`config.mk`:
```
export PLATFORM = sky130hd
export DESIGN_NAME = qdl_core
export DESIGN_NICKNAME = d
export VERILOG_FILES = /design/src/logic/qdl_pkg.sv /design/src/logic/qdl_core.sv
export VERILOG_INCLUDE_DIRS = /design/src /design/src/logic
export SDC_FILE = /design/constraint.sdc
export NUM_CORES = 1
export LEC_CHECK = 0
export BUFFER_PORTS_ARGS = -buffer_cell sky130_fd_sc_hd__buf_2
export CORE_ASPECT_RATIO = 2
export CORE_MARGIN = 4
export CORE_UTILIZATION = 61
export CTS_CLUSTER_DIAMETER = 200
export DETAILED_ROUTE_END_ITERATION = 12
export GPL_TIMING_DRIVEN = 1
export PLACE_DENSITY = 0.87
export SYNTH_ARGS = -nofsm -noshare
export SYNTH_HDL_FRONTEND = slang
export SYNTH_SLANG_ARGS = --single-unit
```
`constraint.sdc`:
```
create_clock -name SYS_CLK -period 4.6 [get_ports SYS_CLK]
set_input_delay 0.23 -clock SYS_CLK [delete_from_list [all_inputs] [get_ports SYS_CLK]]
set_output_delay 0.23 -clock SYS_CLK [all_outputs]
set_load 0.01 [all_outputs]
```
`src/logic/qdl_map.svh`:
```
/*
 Constants of the quad converter code-load core: register offsets,
 field positions, reset values and timing counts.
 Assumes a 100 MHz system clock and a 32-bit AXI4-Lite register bus.
*/
`ifndef QDL_MAP_SVH
`define QDL_MAP_SVH

// ----------------------------------------------------------------------
// Register offsets (byte addresses)
// ----------------------------------------------------------------------
`define QDL_OFS_CMD 8'h00
`define QDL_OFS_STAT 8'h04
`define QDL_OFS_LDCFG 8'h08
`define QDL_OFS_REF 8'h0C
`define QDL_OFS_CODE0 8'h10
`define QDL_OFS_ACT0 8'h20

// ----------------------------------------------------------------------
// Command register fields
// ----------------------------------------------------------------------
`define QDL_CMD_VAL_LSB 0
`define QDL_CMD_SEL_LSB 16
`define QDL_CMD_OP_LSB 24

// ----------------------------------------------------------------------
// Reset values and sizes
// ----------------------------------------------------------------------
`define QDL_NCH 4
`define QDL_CODE_W 12
`define QDL_REF_RST 2'h0
`define QDL_LDCFG_RST 4'hF

// ----------------------------------------------------------------------
// Timing
// ----------------------------------------------------------------------
`define QDL_CLK_MHZ 100
`define QDL_CAL_US 200
`define QDL_CAL_CYC (`QDL_CAL_US * `QDL_CLK_MHZ)

`endif

```
`src/logic/qdl_pkg.sv`:
```
/*
 Types of the quad converter code-load core.
 Assumes the constants of qdl_map.svh.
*/
package qdl_pkg;

   typedef enum logic [3:0]
   {
      QDL_OP_NOP = 4'h0,
      QDL_OP_CODE = 4'h1,
      QDL_OP_LOAD = 4'h2,
      QDL_OP_CODE_LOAD = 4'h3,
      QDL_OP_SOFT_ZERO = 4'h4,
      QDL_OP_SOFT_RESTART = 4'h5
   } qdl_op_t;

   typedef enum logic [1:0]
   {
      QDL_REF_EXT = 2'h0,
      QDL_REF_2V048 = 2'h1,
      QDL_REF_2V500 = 2'h2,
      QDL_REF_4V096 = 2'h3
   } qdl_ref_t;

   typedef enum
   {
      QDL_ST_CAL,
      QDL_ST_RUN
   } qdl_state_t;

endpackage : qdl_pkg

```
`src/logic/qdl_core.sv`:
```
/*
 Digital control core of a four-channel voltage-output converter: pending
 and active code registers, commands, load pin, clear pin and reference.
 Assumes software on AXI4-Lite stands in for the serial front end; the
 load and clear pins arrive asynchronously from the board.
*/
// Overview of operation
// - Four channels; resolution of 8, 10 or 12 bits by parameter.
// - Each channel has pending and active registers; active sets output.
// - Commands route values to control registers, one or many channels.
// - Pending-only and write-and-update commands both store the pending code.
// - Write-and-update also writes the active register directly.
// - Transfer command or load pin copies pending into active registers.
// - Registers keep their contents while channels are powered down.
// - Commands during power-down still update registers normally.
// - Soft clear and soft reset zero all pending and active registers.
// - Software selects internal reference 2.048, 2.500 or 4.096 V.
// - After reset the reference selection is external.
// - Reset initialises every channel output to code zero.
// - Active-low clear input zeroes the device without any clock.
// - Falling load pin updates the enabled channels together.
// - While load pin stays low, active registers are transparent.
// - A configuration register enables the load pin per channel.
// - After reset a 200 us calibration ignores every command.
// - Clear low zeroes all pending and active registers and aborts a command in progress.
`timescale 1ns/1ns
`include "qdl_map.svh"

module qdl_core
#(
   parameter int RES = 12,
   parameter int CAL_CYC = `QDL_CAL_CYC
)
(
   input wire logic SYS_CLK,
   input wire logic SRST,
   input wire logic HW_OUTPUT_UPDATE_N,
   input wire logic ASYNC_ZERO_N,
   input wire logic [7:0] S_AXI_AWADDR,
   input wire logic S_AXI_AWVALID,
   output logic S_AXI_AWREADY,
   input wire logic [31:0] S_AXI_WDATA,
   input wire logic [3:0] S_AXI_WSTRB,
   input wire logic S_AXI_WVALID,
   output logic S_AXI_WREADY,
   output logic [1:0] S_AXI_BRESP,
   output logic S_AXI_BVALID,
   input wire logic S_AXI_BREADY,
   input wire logic [7:0] S_AXI_ARADDR,
   input wire logic S_AXI_ARVALID,
   output logic S_AXI_ARREADY,
   output logic [31:0] S_AXI_RDATA,
   output logic [1:0] S_AXI_RRESP,
   output logic S_AXI_RVALID,
   input wire logic S_AXI_RREADY,
   output logic [47:0] ACTIVE_CODES,
   output logic [1:0] REF_SEL
);

   localparam int W = `QDL_CODE_W;
   localparam int N = `QDL_NCH;
   localparam logic [W-1:0] RES_MASK = W'({W{1'b1}} << (W - RES));

   // ----------------------------------------------------------------------
   // Pin synchronisers
   // ----------------------------------------------------------------------
   logic ld_meta_r;
   logic ld_sync_r;
   logic ld_prev_r;
   logic clr_meta_r;
   logic clr_sync_r;

   always_ff @(posedge SYS_CLK)
   begin
      if (SRST)
      begin
         ld_meta_r <= 1'b1;
         ld_sync_r <= 1'b1;
         ld_prev_r <= 1'b1;
      end
      else
      begin
         ld_meta_r <= HW_OUTPUT_UPDATE_N;
         ld_sync_r <= ld_meta_r;
         ld_prev_r <= ld_sync_r;
      end
   end

   // The clear pin is an asynchronous preset of its synchroniser, so the
   // zeroing starts with no clock; release is still taken through two stages.
   // asynchronous clear entry
   always_ff @(posedge SYS_CLK or negedge ASYNC_ZERO_N)
   begin
      if (!ASYNC_ZERO_N)
      begin
         clr_meta_r <= 1'b1;
         clr_sync_r <= 1'b1;
      end
      else
      begin
         clr_meta_r <= 1'b0;
         clr_sync_r <= clr_meta_r;
      end
   end

   logic clr_act;
   assign clr_act = clr_sync_r;

   // ----------------------------------------------------------------------
   // Calibration sequencer
   // ----------------------------------------------------------------------
   qdl_pkg::qdl_state_t st_r;
   logic [31:0] cal_cnt_r;

   always_ff @(posedge SYS_CLK)
   begin
      if (SRST)
      begin
         st_r <= qdl_pkg::QDL_ST_CAL;
         cal_cnt_r <= 32'h0;
      end
      else
      begin
         case (st_r)
            qdl_pkg::QDL_ST_CAL:
            begin
               if (cal_cnt_r == 32'(CAL_CYC - 1))
               begin
                  st_r <= qdl_pkg::QDL_ST_RUN;
               end
               cal_cnt_r <= cal_cnt_r + 32'h1;
            end
            qdl_pkg::QDL_ST_RUN:
            begin
               cal_cnt_r <= cal_cnt_r;
            end
            default:
            begin
               st_r <= qdl_pkg::QDL_ST_CAL;
            end
         endcase
      end
   end

   // ----------------------------------------------------------------------
   // AXI4-Lite slave
   // ----------------------------------------------------------------------
   logic aw_have_r;
   logic w_have_r;
   logic [7:0] aw_addr_r;
   logic [31:0] w_data_r;
   logic [3:0] w_strb_r;
   logic wr_fire;

   assign S_AXI_AWREADY = !aw_have_r && !S_AXI_BVALID;
   assign S_AXI_WREADY = !w_have_r && !S_AXI_BVALID;
   assign S_AXI_ARREADY = !S_AXI_RVALID;
   assign wr_fire = aw_have_r && w_have_r;

   always_ff @(posedge SYS_CLK)
   begin
      if (SRST)
      begin
         aw_have_r <= 1'b0;
         w_have_r <= 1'b0;
         aw_addr_r <= 8'h0;
         w_data_r <= 32'h0;
         w_strb_r <= 4'h0;
         S_AXI_BVALID <= 1'b0;
         S_AXI_BRESP <= 2'h0;
      end
      else
      begin
         if (S_AXI_AWVALID && S_AXI_AWREADY)
         begin
            aw_have_r <= 1'b1;
            aw_addr_r <= S_AXI_AWADDR;
         end
         if (S_AXI_WVALID && S_AXI_WREADY)
         begin
            w_have_r <= 1'b1;
            w_data_r <= S_AXI_WDATA;
            w_strb_r <= S_AXI_WSTRB;
         end
         if (wr_fire)
         begin
            aw_have_r <= 1'b0;
            w_have_r <= 1'b0;
            S_AXI_BVALID <= 1'b1;
            S_AXI_BRESP <= map_ok(aw_addr_r) ? 2'h0 : 2'h2;
         end
         else if (S_AXI_BVALID && S_AXI_BREADY)
         begin
            S_AXI_BVALID <= 1'b0;
         end
      end
   end

   function automatic logic map_ok(input logic [7:0] a);
      map_ok = (a[1:0] == 2'h0) && (a < 8'h30);
   endfunction : map_ok

   // Command fields; a write with no lane 3 strobe carries no command.
   logic wr_cmd;
   logic wr_ldcfg;
   logic wr_ref;
   qdl_pkg::qdl_op_t op;
   logic [N-1:0] sel;
   logic [W-1:0] val;
   logic accept;

   assign accept = wr_fire && st_r == qdl_pkg::QDL_ST_RUN && !clr_act;
   assign wr_cmd = accept && aw_addr_r == `QDL_OFS_CMD && w_strb_r[3];
   assign wr_ldcfg = accept && aw_addr_r == `QDL_OFS_LDCFG && w_strb_r[0];
   assign wr_ref = accept && aw_addr_r == `QDL_OFS_REF && w_strb_r[0];
   assign op = qdl_pkg::qdl_op_t'(w_data_r[`QDL_CMD_OP_LSB +: 4]);
   assign sel = w_data_r[`QDL_CMD_SEL_LSB +: N];
   assign val = w_data_r[`QDL_CMD_VAL_LSB +: W] & RES_MASK;

   // ----------------------------------------------------------------------
   // Control registers
   // ----------------------------------------------------------------------
   logic [N-1:0] ld_en_r;
   logic [1:0] ref_r;

   always_ff @(posedge SYS_CLK)
   begin
      if (SRST)
      begin
         ld_en_r <= `QDL_LDCFG_RST;
         ref_r <= `QDL_REF_RST;
      end
      else
      begin
         if (wr_ldcfg)
         begin
            ld_en_r <= w_data_r[N-1:0];
         end
         if (wr_ref)
         begin
            ref_r <= w_data_r[1:0];
         end
         else if (wr_cmd && op == qdl_pkg::QDL_OP_SOFT_RESTART)
         begin
            ref_r <= `QDL_REF_RST;
         end
      end
   end

   assign REF_SEL = ref_r;

   // ----------------------------------------------------------------------
   // Channel registers
   // ----------------------------------------------------------------------
   logic [W-1:0] code_r [N];
   logic [W-1:0] act_r [N];
   logic ld_fall;
   logic ld_low;
   logic soft_zero;

   assign ld_fall = ld_prev_r && !ld_sync_r;
   assign ld_low = !ld_sync_r;
   assign soft_zero = wr_cmd && (op == qdl_pkg::QDL_OP_SOFT_ZERO
      || op == qdl_pkg::QDL_OP_SOFT_RESTART);

   // Power-down is outside this core, so nothing here ever disturbs the
   // registers on it: contents are kept and commands act as usual.
   // retention in power-down
   always_ff @(posedge SYS_CLK or negedge ASYNC_ZERO_N)
   begin
      if (!ASYNC_ZERO_N)
      begin
         for (int i = 0; i < N; i++)
         begin
            code_r[i] <= '0;
            act_r[i] <= '0;
         end
      end
      else if (SRST || clr_sync_r || soft_zero)
      begin
         for (int i = 0; i < N; i++)
         begin
            code_r[i] <= '0;
            act_r[i] <= '0;
         end
      end
      else
      begin
         for (int i = 0; i < N; i++)
         begin
            if (wr_cmd && sel[i] && (op == qdl_pkg::QDL_OP_CODE
               || op == qdl_pkg::QDL_OP_CODE_LOAD))
            begin
               code_r[i] <= val;
            end
            if (wr_cmd && sel[i] && op == qdl_pkg::QDL_OP_CODE_LOAD)
            begin
               act_r[i] <= val;
            end
            else if (wr_cmd && sel[i] && op == qdl_pkg::QDL_OP_LOAD)
            begin
               act_r[i] <= code_r[i];
            end
            else if (ld_en_r[i] && (ld_fall || ld_low))
            begin
               act_r[i] <= code_r[i];
            end
         end
      end
   end

   always_comb
   begin
      for (int i = 0; i < N; i++)
      begin
         ACTIVE_CODES[i*W +: W] = act_r[i];
      end
   end

   // ----------------------------------------------------------------------
   // Read channel
   // ----------------------------------------------------------------------
   function automatic logic [31:0] rd_mux(input logic [7:0] a);
      logic [3:0] ix;
      ix = a[5:2];
      rd_mux = 32'h0;
      if (a == `QDL_OFS_STAT)
      begin
         rd_mux = {29'h0, clr_act, st_r == qdl_pkg::QDL_ST_RUN, !ld_sync_r};
      end
      else if (a == `QDL_OFS_LDCFG)
      begin
         rd_mux = {28'h0, ld_en_r};
      end
      else if (a == `QDL_OFS_REF)
      begin
         rd_mux = {30'h0, ref_r};
      end
      else if (a >= `QDL_OFS_CODE0 && a < `QDL_OFS_ACT0)
      begin
         rd_mux = {20'h0, code_r[ix[1:0]]};
      end
      else if (a >= `QDL_OFS_ACT0 && a < 8'h30)
      begin
         rd_mux = {20'h0, act_r[ix[1:0]]};
      end
   endfunction : rd_mux

   always_ff @(posedge SYS_CLK)
   begin
      if (SRST)
      begin
         S_AXI_RVALID <= 1'b0;
         S_AXI_RDATA <= 32'h0;
         S_AXI_RRESP <= 2'h0;
      end
      else if (S_AXI_ARVALID && S_AXI_ARREADY)
      begin
         S_AXI_RVALID <= 1'b1;
         S_AXI_RDATA <= rd_mux(S_AXI_ARADDR);
         S_AXI_RRESP <= map_ok(S_AXI_ARADDR) ? 2'h0 : 2'h2;
      end
      else if (S_AXI_RVALID && S_AXI_RREADY)
      begin
         S_AXI_RVALID <= 1'b0;
      end
   end
endmodule : qdl_core

```
Word level (Yosys, flattened, before mapping). Cells that the tools add are included. W data, S select, Z words.

Flip-flop bits (word level): 251. Bits in latches: 0. Memory bits (writable): 0. Bits in read-only memories: 0. Input bits: 61. Output and inout bits: 91. Logic and storage cells: 160. Memories kept: 0.

Add/sub/neg operators: 1. Multiply operators: 0. Div/mod/pow operators: 0. Order comparisons: 6. Equality and inequality tests: 14. Shifts and indexed selects: 0. Mux-type cells: 39. Bitwise gates (word level): 2. Reduce and logical (&&, ||, !) cells: 71.

Operators by type and width (number): $mux W12 (25); $mux W48 (2); $pmux W32 S2 (1); $bmux W12 S2 (2); $logic_and A1 B1 Y1 (43); $add A32 B1 Y32 const B (1); $eq A32 B1 Y1 const B (1); $eq A32 B15 Y1 const B (1); $eq A32 B2 Y1 const B (1); $eq A8 B4 Y1 const B (4); $logic_not A32 Y1 (1); $mux W32 (1); $lt A8 B6 Y1 const B (3); $reduce_bool A4 Y1 (4); $reduce_bool A2 Y1 (7); $eq A4 B2 Y1 const B (2); $eq A4 B3 Y1 const B (2); $eq A8 B3 Y1 const B (1); $ge A8 B5 Y1 const B (1); $ge A8 B6 Y1 const B (1); $logic_not A8 Y1 (1); $mux W2 (4); $logic_not A1 Y1 (6); $logic_or A1 B1 Y1 (5); 9 further kinds (13).

Longest topological paths before layout.
Word-level depth: 10. Depth in mapped cells: 8. Gate-level depth less buffers: 6.

Worst setup path after synthesis. No wires, ideal clock.

Kind: flip-flop to flip-flop. Start: register st_r[0]. End: register code_r[37] (netlist bit). Library setup time: 136 ps. Arrival: 1808 ps. Required time: 4464 ps. Slack: 2656 ps. Stages on the path, launching flop included: 9. Path buffers: 3. Clock period less this slack: 1944 ps. Cells stage by stage: dfxtp_1 > buf_4 > nor4b_4 > nand4b_4 > buf_2 > or3_1 > buf_2 > nand2_1 > a21oi_1.

Longest elaborated chain between the ends: 8. Elaborated cells between the ends (all ways): 11. Classes of those cells: eq/ne: 1; mux: 1; reduce/logical: 9.

Ends and longest elaborated chain: from (decl) (RTL line qdl_core.sv:112) `qdl_pkg::qdl_state_t st_r;`; from (signal assigned) (RTL line qdl_core.sv:119) `st_r <= qdl_pkg::QDL_ST_CAL;`; from (signal assigned) (RTL line qdl_core.sv:129) `st_r <= qdl_pkg::QDL_ST_RUN;`; from (signal assigned) (RTL line qdl_core.sv:139) `st_r <= qdl_pkg::QDL_ST_CAL;`; $eq A32 B2 Y1 (*) (RTL line qdl_core.sv:212) `assign accept = wr_fire && st_r == qdl_pkg::QDL_ST_RUN && !clr_act;`; $logic_and A1 B1 Y1 (*) (2 in a row) (RTL line qdl_core.sv:212); $logic_and A1 B1 Y1 (no source line) (*); $logic_and A1 B1 Y1 (*) (RTL line qdl_core.sv:213) `` assign wr_cmd = accept && aw_addr_r == `QDL_OFS_CMD && w_strb_r[3]; ``; $logic_and A1 B1 Y1, on equally long branches (RTL line qdl_core.sv:263, qdl_core.sv:291); $logic_or A1 B1 Y1 / $logic_and A1 B1 Y1 (equally long branches) (RTL line qdl_core.sv:279, qdl_core.sv:291); $mux W48 / $reduce_bool A2 Y1 (equally long branches); to (signal, indexed assignment) (RTL line qdl_core.sv:294) `code_r[i] <= val;`; to (decl) (RTL line qdl_core.sv:255) `logic [W-1:0] code_r [N];`.

Every way passes the cells marked *; elsewhere a longest branch is shown, timed or not. A chain may end at the register's enable or synchronous reset.

Worst setup path in the final report.
Start: register st_r[0]. End: register code_r[21] (netlist bit).

Same word-level chain as after synthesis.

==> impl_metrics.ini <==
[yosys]
synth_area_per_cell_sq_um = 9.435
ys_ff_latch = 187
yosysWarnings = 0
dominantRegCellSynth = dfrtp_1
syn-cell-area_sq_mm = 0.008897
synthDistinctLibCells = 53
async_reset_ff_frac = 0.5241
synth_edf_count = 0
ys_seq_area_frac = 0.4762
synthCells = 943

[timing]
worst_pin_slew_ns = 1.267
grt_setup_unrepaired = false
timing.final.crit_share = 0.6385
worst_clock_skew_ns = 0.009523
setup_viol = 0
timing.fmax_ghz = 0.3405
maxSlewHeadroom = 0.1511
finalCriticalPeriod_ns = 2.937
hold_violations = 0
finalSetupTns_ns = 0
slew_viol_final = 0

[global_routing]
grt_max_degree = 90
grt_util_met3 = 0.06594
top_usage_layer = met2
grt_pass1_vias = 7716
use_met2 = 0.5453
grt_pass1_wl_mm = 40.69
antenna_found_initial = 0
grt_use_total = 0.3234
grt_overflow = 0
grtUsageMet1 = 0.3556

[floorplanning]
die-area_sq_mm = 0.01670
initial_core_util = 0.6200
io_pins = 152
die_y_microns = 178.8
row_count = 62
die_w_microns = 93.40
core-area_sq_mm = 0.01435

[power]
leakagePower_nw = 4.659
pwr-share-clk = 0.429
p_sw_frac = 0.2451
seq_power_share = 0.504
power_frac_comb = 0.067
power.density_mw_per_mm2 = 338.1
p_sw_mw = 0.8339
ir_drop_mv = 0.2959
power.internal_mw = 2.569

[worst_setup_path]
critPathLaunchType = flip-flop
worstPathArrival_ns = 3.29
end_kind = flip-flop
crit_required_ns = 4.95
critPathKind = reg -> reg
cp_max_fo = 19

[routing]
via_per_inst = 6.407
drc = 0
finalWirelength_mm = 26.23
via_count = 7842
antenna_left = 0
wire_per_inst_microns = 21.43
first_iter_violations = 877
drt_first_pass_iters = 7

[placement]
port_buffers = 115
placed_area_sq_mm = 0.009464
dpl.cell_count = 1190
dpl.hpwl_mm = 17.56
gp_congestion = 0.8881

[min_path]
hold_class = in -> reg

[cells_and_area]
drive_gt1_frac = 0.1948
n_antenna_cell = 0
fin_nets = 1081
synthToLayoutAreaGrowth_pct = 13.11
design_area_sq_mm = 0.01006
final_cell_count_no_fill = 1224

[clock_tree]
clock_latency_ns = 0.44
cts_tree = done
numCtsBuffers = 17
root_buffer = clkbuf_16
clk_pin_slew_ns = 0.07
ctsResizeCount = 0
cts_sinks = 187
cts_buffer_depth = 2
cts_max_level = 4

[outcome]
status = complete, no violations

[job]
drv_cap = 0
[power groups by stage]
stage	logic, mW	clock network (mW)	registers, mW
2_1_floorplan	0.161	0	1.72
3_3_place_gp	0.220	0	1.74
3_5_place_dp	0.223	0	1.75
4_1_cts	0.226	1.46	1.71
5_1_grt	0.251	1.54	1.72
6_report	0.229	1.46	1.71
[state kept, by name, summed over array words and instances, names as in the netlist]
name	count
code_r	48
st_r	1
ACTIVE_CODES	48
w_data_r	20
aw_have_r	1
ld_sync_r	1
S_AXI_RVALID	1
ld_en_r	4
REF_SEL	2
S_AXI_RRESP	1
clr_meta_r	1
cal_cnt_r	32
w_strb_r	2
aw_addr_r	8
w_have_r	1
ld_meta_r	1
clr_act	1
S_AXI_BVALID	1
S_AXI_BRESP	1
S_AXI_RDATA	12
[placed cells by master, fill, tap and decap left out, types with 4 or more instances in the layout]
| master | netlist | final |
|---|---|---|
| buf_4 | 28 | 10 |
| nand2b_1 | 11 | 11 |
| nor3_2 | 4 | 5 |
| xor2_1 | 24 | 24 |
| nor4_1 | 7 | 7 |
| nor2_1 | 58 | 58 |
| and3_1 | 12 | 12 |
| xnor2_1 | 6 | 6 |
| nor2b_1 | 8 | 8 |
| a22o_1 | 48 | 48 |
| inv_1 | 9 | 9 |
| clkbuf_16 | 0 | 17 |
| a32oi_1 | 8 | 8 |
| a211o_1 | 4 | 4 |
| o21ai_0 | 16 | 15 |
| nand4_1 | 7 | 7 |
| a211oi_1 | 10 | 10 |
| dfxtp_1 | 89 | 89 |
| mux4_2 | 24 | 24 |
| dfrtp_1 | 96 | 96 |
| conb_1 | 1 | 23 |
| nand3_1 | 24 | 24 |
| buf_2 | 16 | 114 |
| a21o_1 | 48 | 48 |
| or3_1 | 6 | 6 |
| clkbuf_1 | 46 | 4 |
| a21oi_1 | 94 | 93 |
| nor3_1 | 7 | 6 |
| nand2_1 | 188 | 188 |
[through the flow]
stage               hold WS, ns    util  total power, mW  setup slack [ns]
CTS                     0.03166  0.7012            3.396             1.774
global placement         0.2593  0.6595            1.964             1.918
floorplan              -0.06559       -            1.880             2.656
detailed placement       0.2605  0.6595            1.968             1.853
finish                  0.02855  0.7012            3.403             1.663
global route            0.03741  0.7012            3.505             1.549
[critical path: stages (launching register included)]
cell and delay [ns]:
dfxtp_1 0.54, nor4b_4 0.43, nand4b_4 0.38, nor3_2 1.11, nand2_1 0.17, a21oi_1 0.21
[timing repair]
item / 4_1_cts / 5_1_grt
endpoints found under the setup margin: 0 / 0
buffers inserted: 0 / 0
hold endpoints to repair: 43 / 0
hold buffers: 2 / 0
[logic make-up after synthesis]
family | share of synthesized area
buf+inv | 0.05625
simple gates | 0.1920
mux | 0.06638
flops | 0.4762
compound gates | 0.1779
other cells | 0.0004215
fa+ha+maj | 0.001406
xor+xnor | 0.02953
[layout make-up]
cell class              count  area (sq um)
clock buffers              23         467.9
clock inverters             9         111.4
fillers                  1082          4288
inverters                   9         33.78
multi-input cells         678          4308
flip-flops and latches    187          4237
well taps                 192         240.2
repair buffers            126         665.6
[Yosys cell counts, types with 4 or more instances]
library cell	number	area share
nand3_1	24	0.014
xor2_1	24	0.024
dfxtp_1	89	0.20
nor3_2	4	0.0045
a211oi_1	10	0.0084
clkbuf_1	46	0.019
a21o_1	48	0.041
nor4_2	5	0.0070
inv_1	9	0.0038
mux2i_1	5	0.0056
nand2b_1	11	0.0077
nor4_1	7	0.0049
or3_1	6	0.0042
buf_2	16	0.0090
nor2b_1	8	0.0056
and3_1	12	0.0084
dfrtp_1	96	0.27
nor3_1	7	0.0039
buf_4	28	0.024
xnor2_1	6	0.0059
a21oi_1	94	0.053
nor2_1	58	0.024
nand2_1	188	0.079
a22o_1	48	0.047
o21ai_0	16	0.0090
nand4_1	7	0.0049
a32oi_1	8	0.0079
a211o_1	4	0.0039
mux4_2	24	0.061
[worst paths after layout]
kind	from	to	slack [ns]	cells past startpoint
hold reg to reg	clr_meta_r	clr_act	0.36	0
setup / recovery	st_r[0]	code_r[21]	1.66	5
max in group asynchronous	ASYNC_ZERO_N	code_r[19]	3.13	3
setup reg to reg	st_r[0]	code_r[21]	1.66	5
hold / removal	S_AXI_WDATA[10]	w_data_r[10]	0.03	3
min in group asynchronous	ASYNC_ZERO_N	ACTIVE_CODES[20]	0.33	2
[routing by layer]
metal,up-vias,share of wire,wire length (microns)
met4,0,0.085,2220
met5,-,0,0
met1,3746,0.32,8500
li1,3429,-,-
met3,169,0.094,2457
met2,498,0.50,13050
Power figures use the tool's default switching activity.
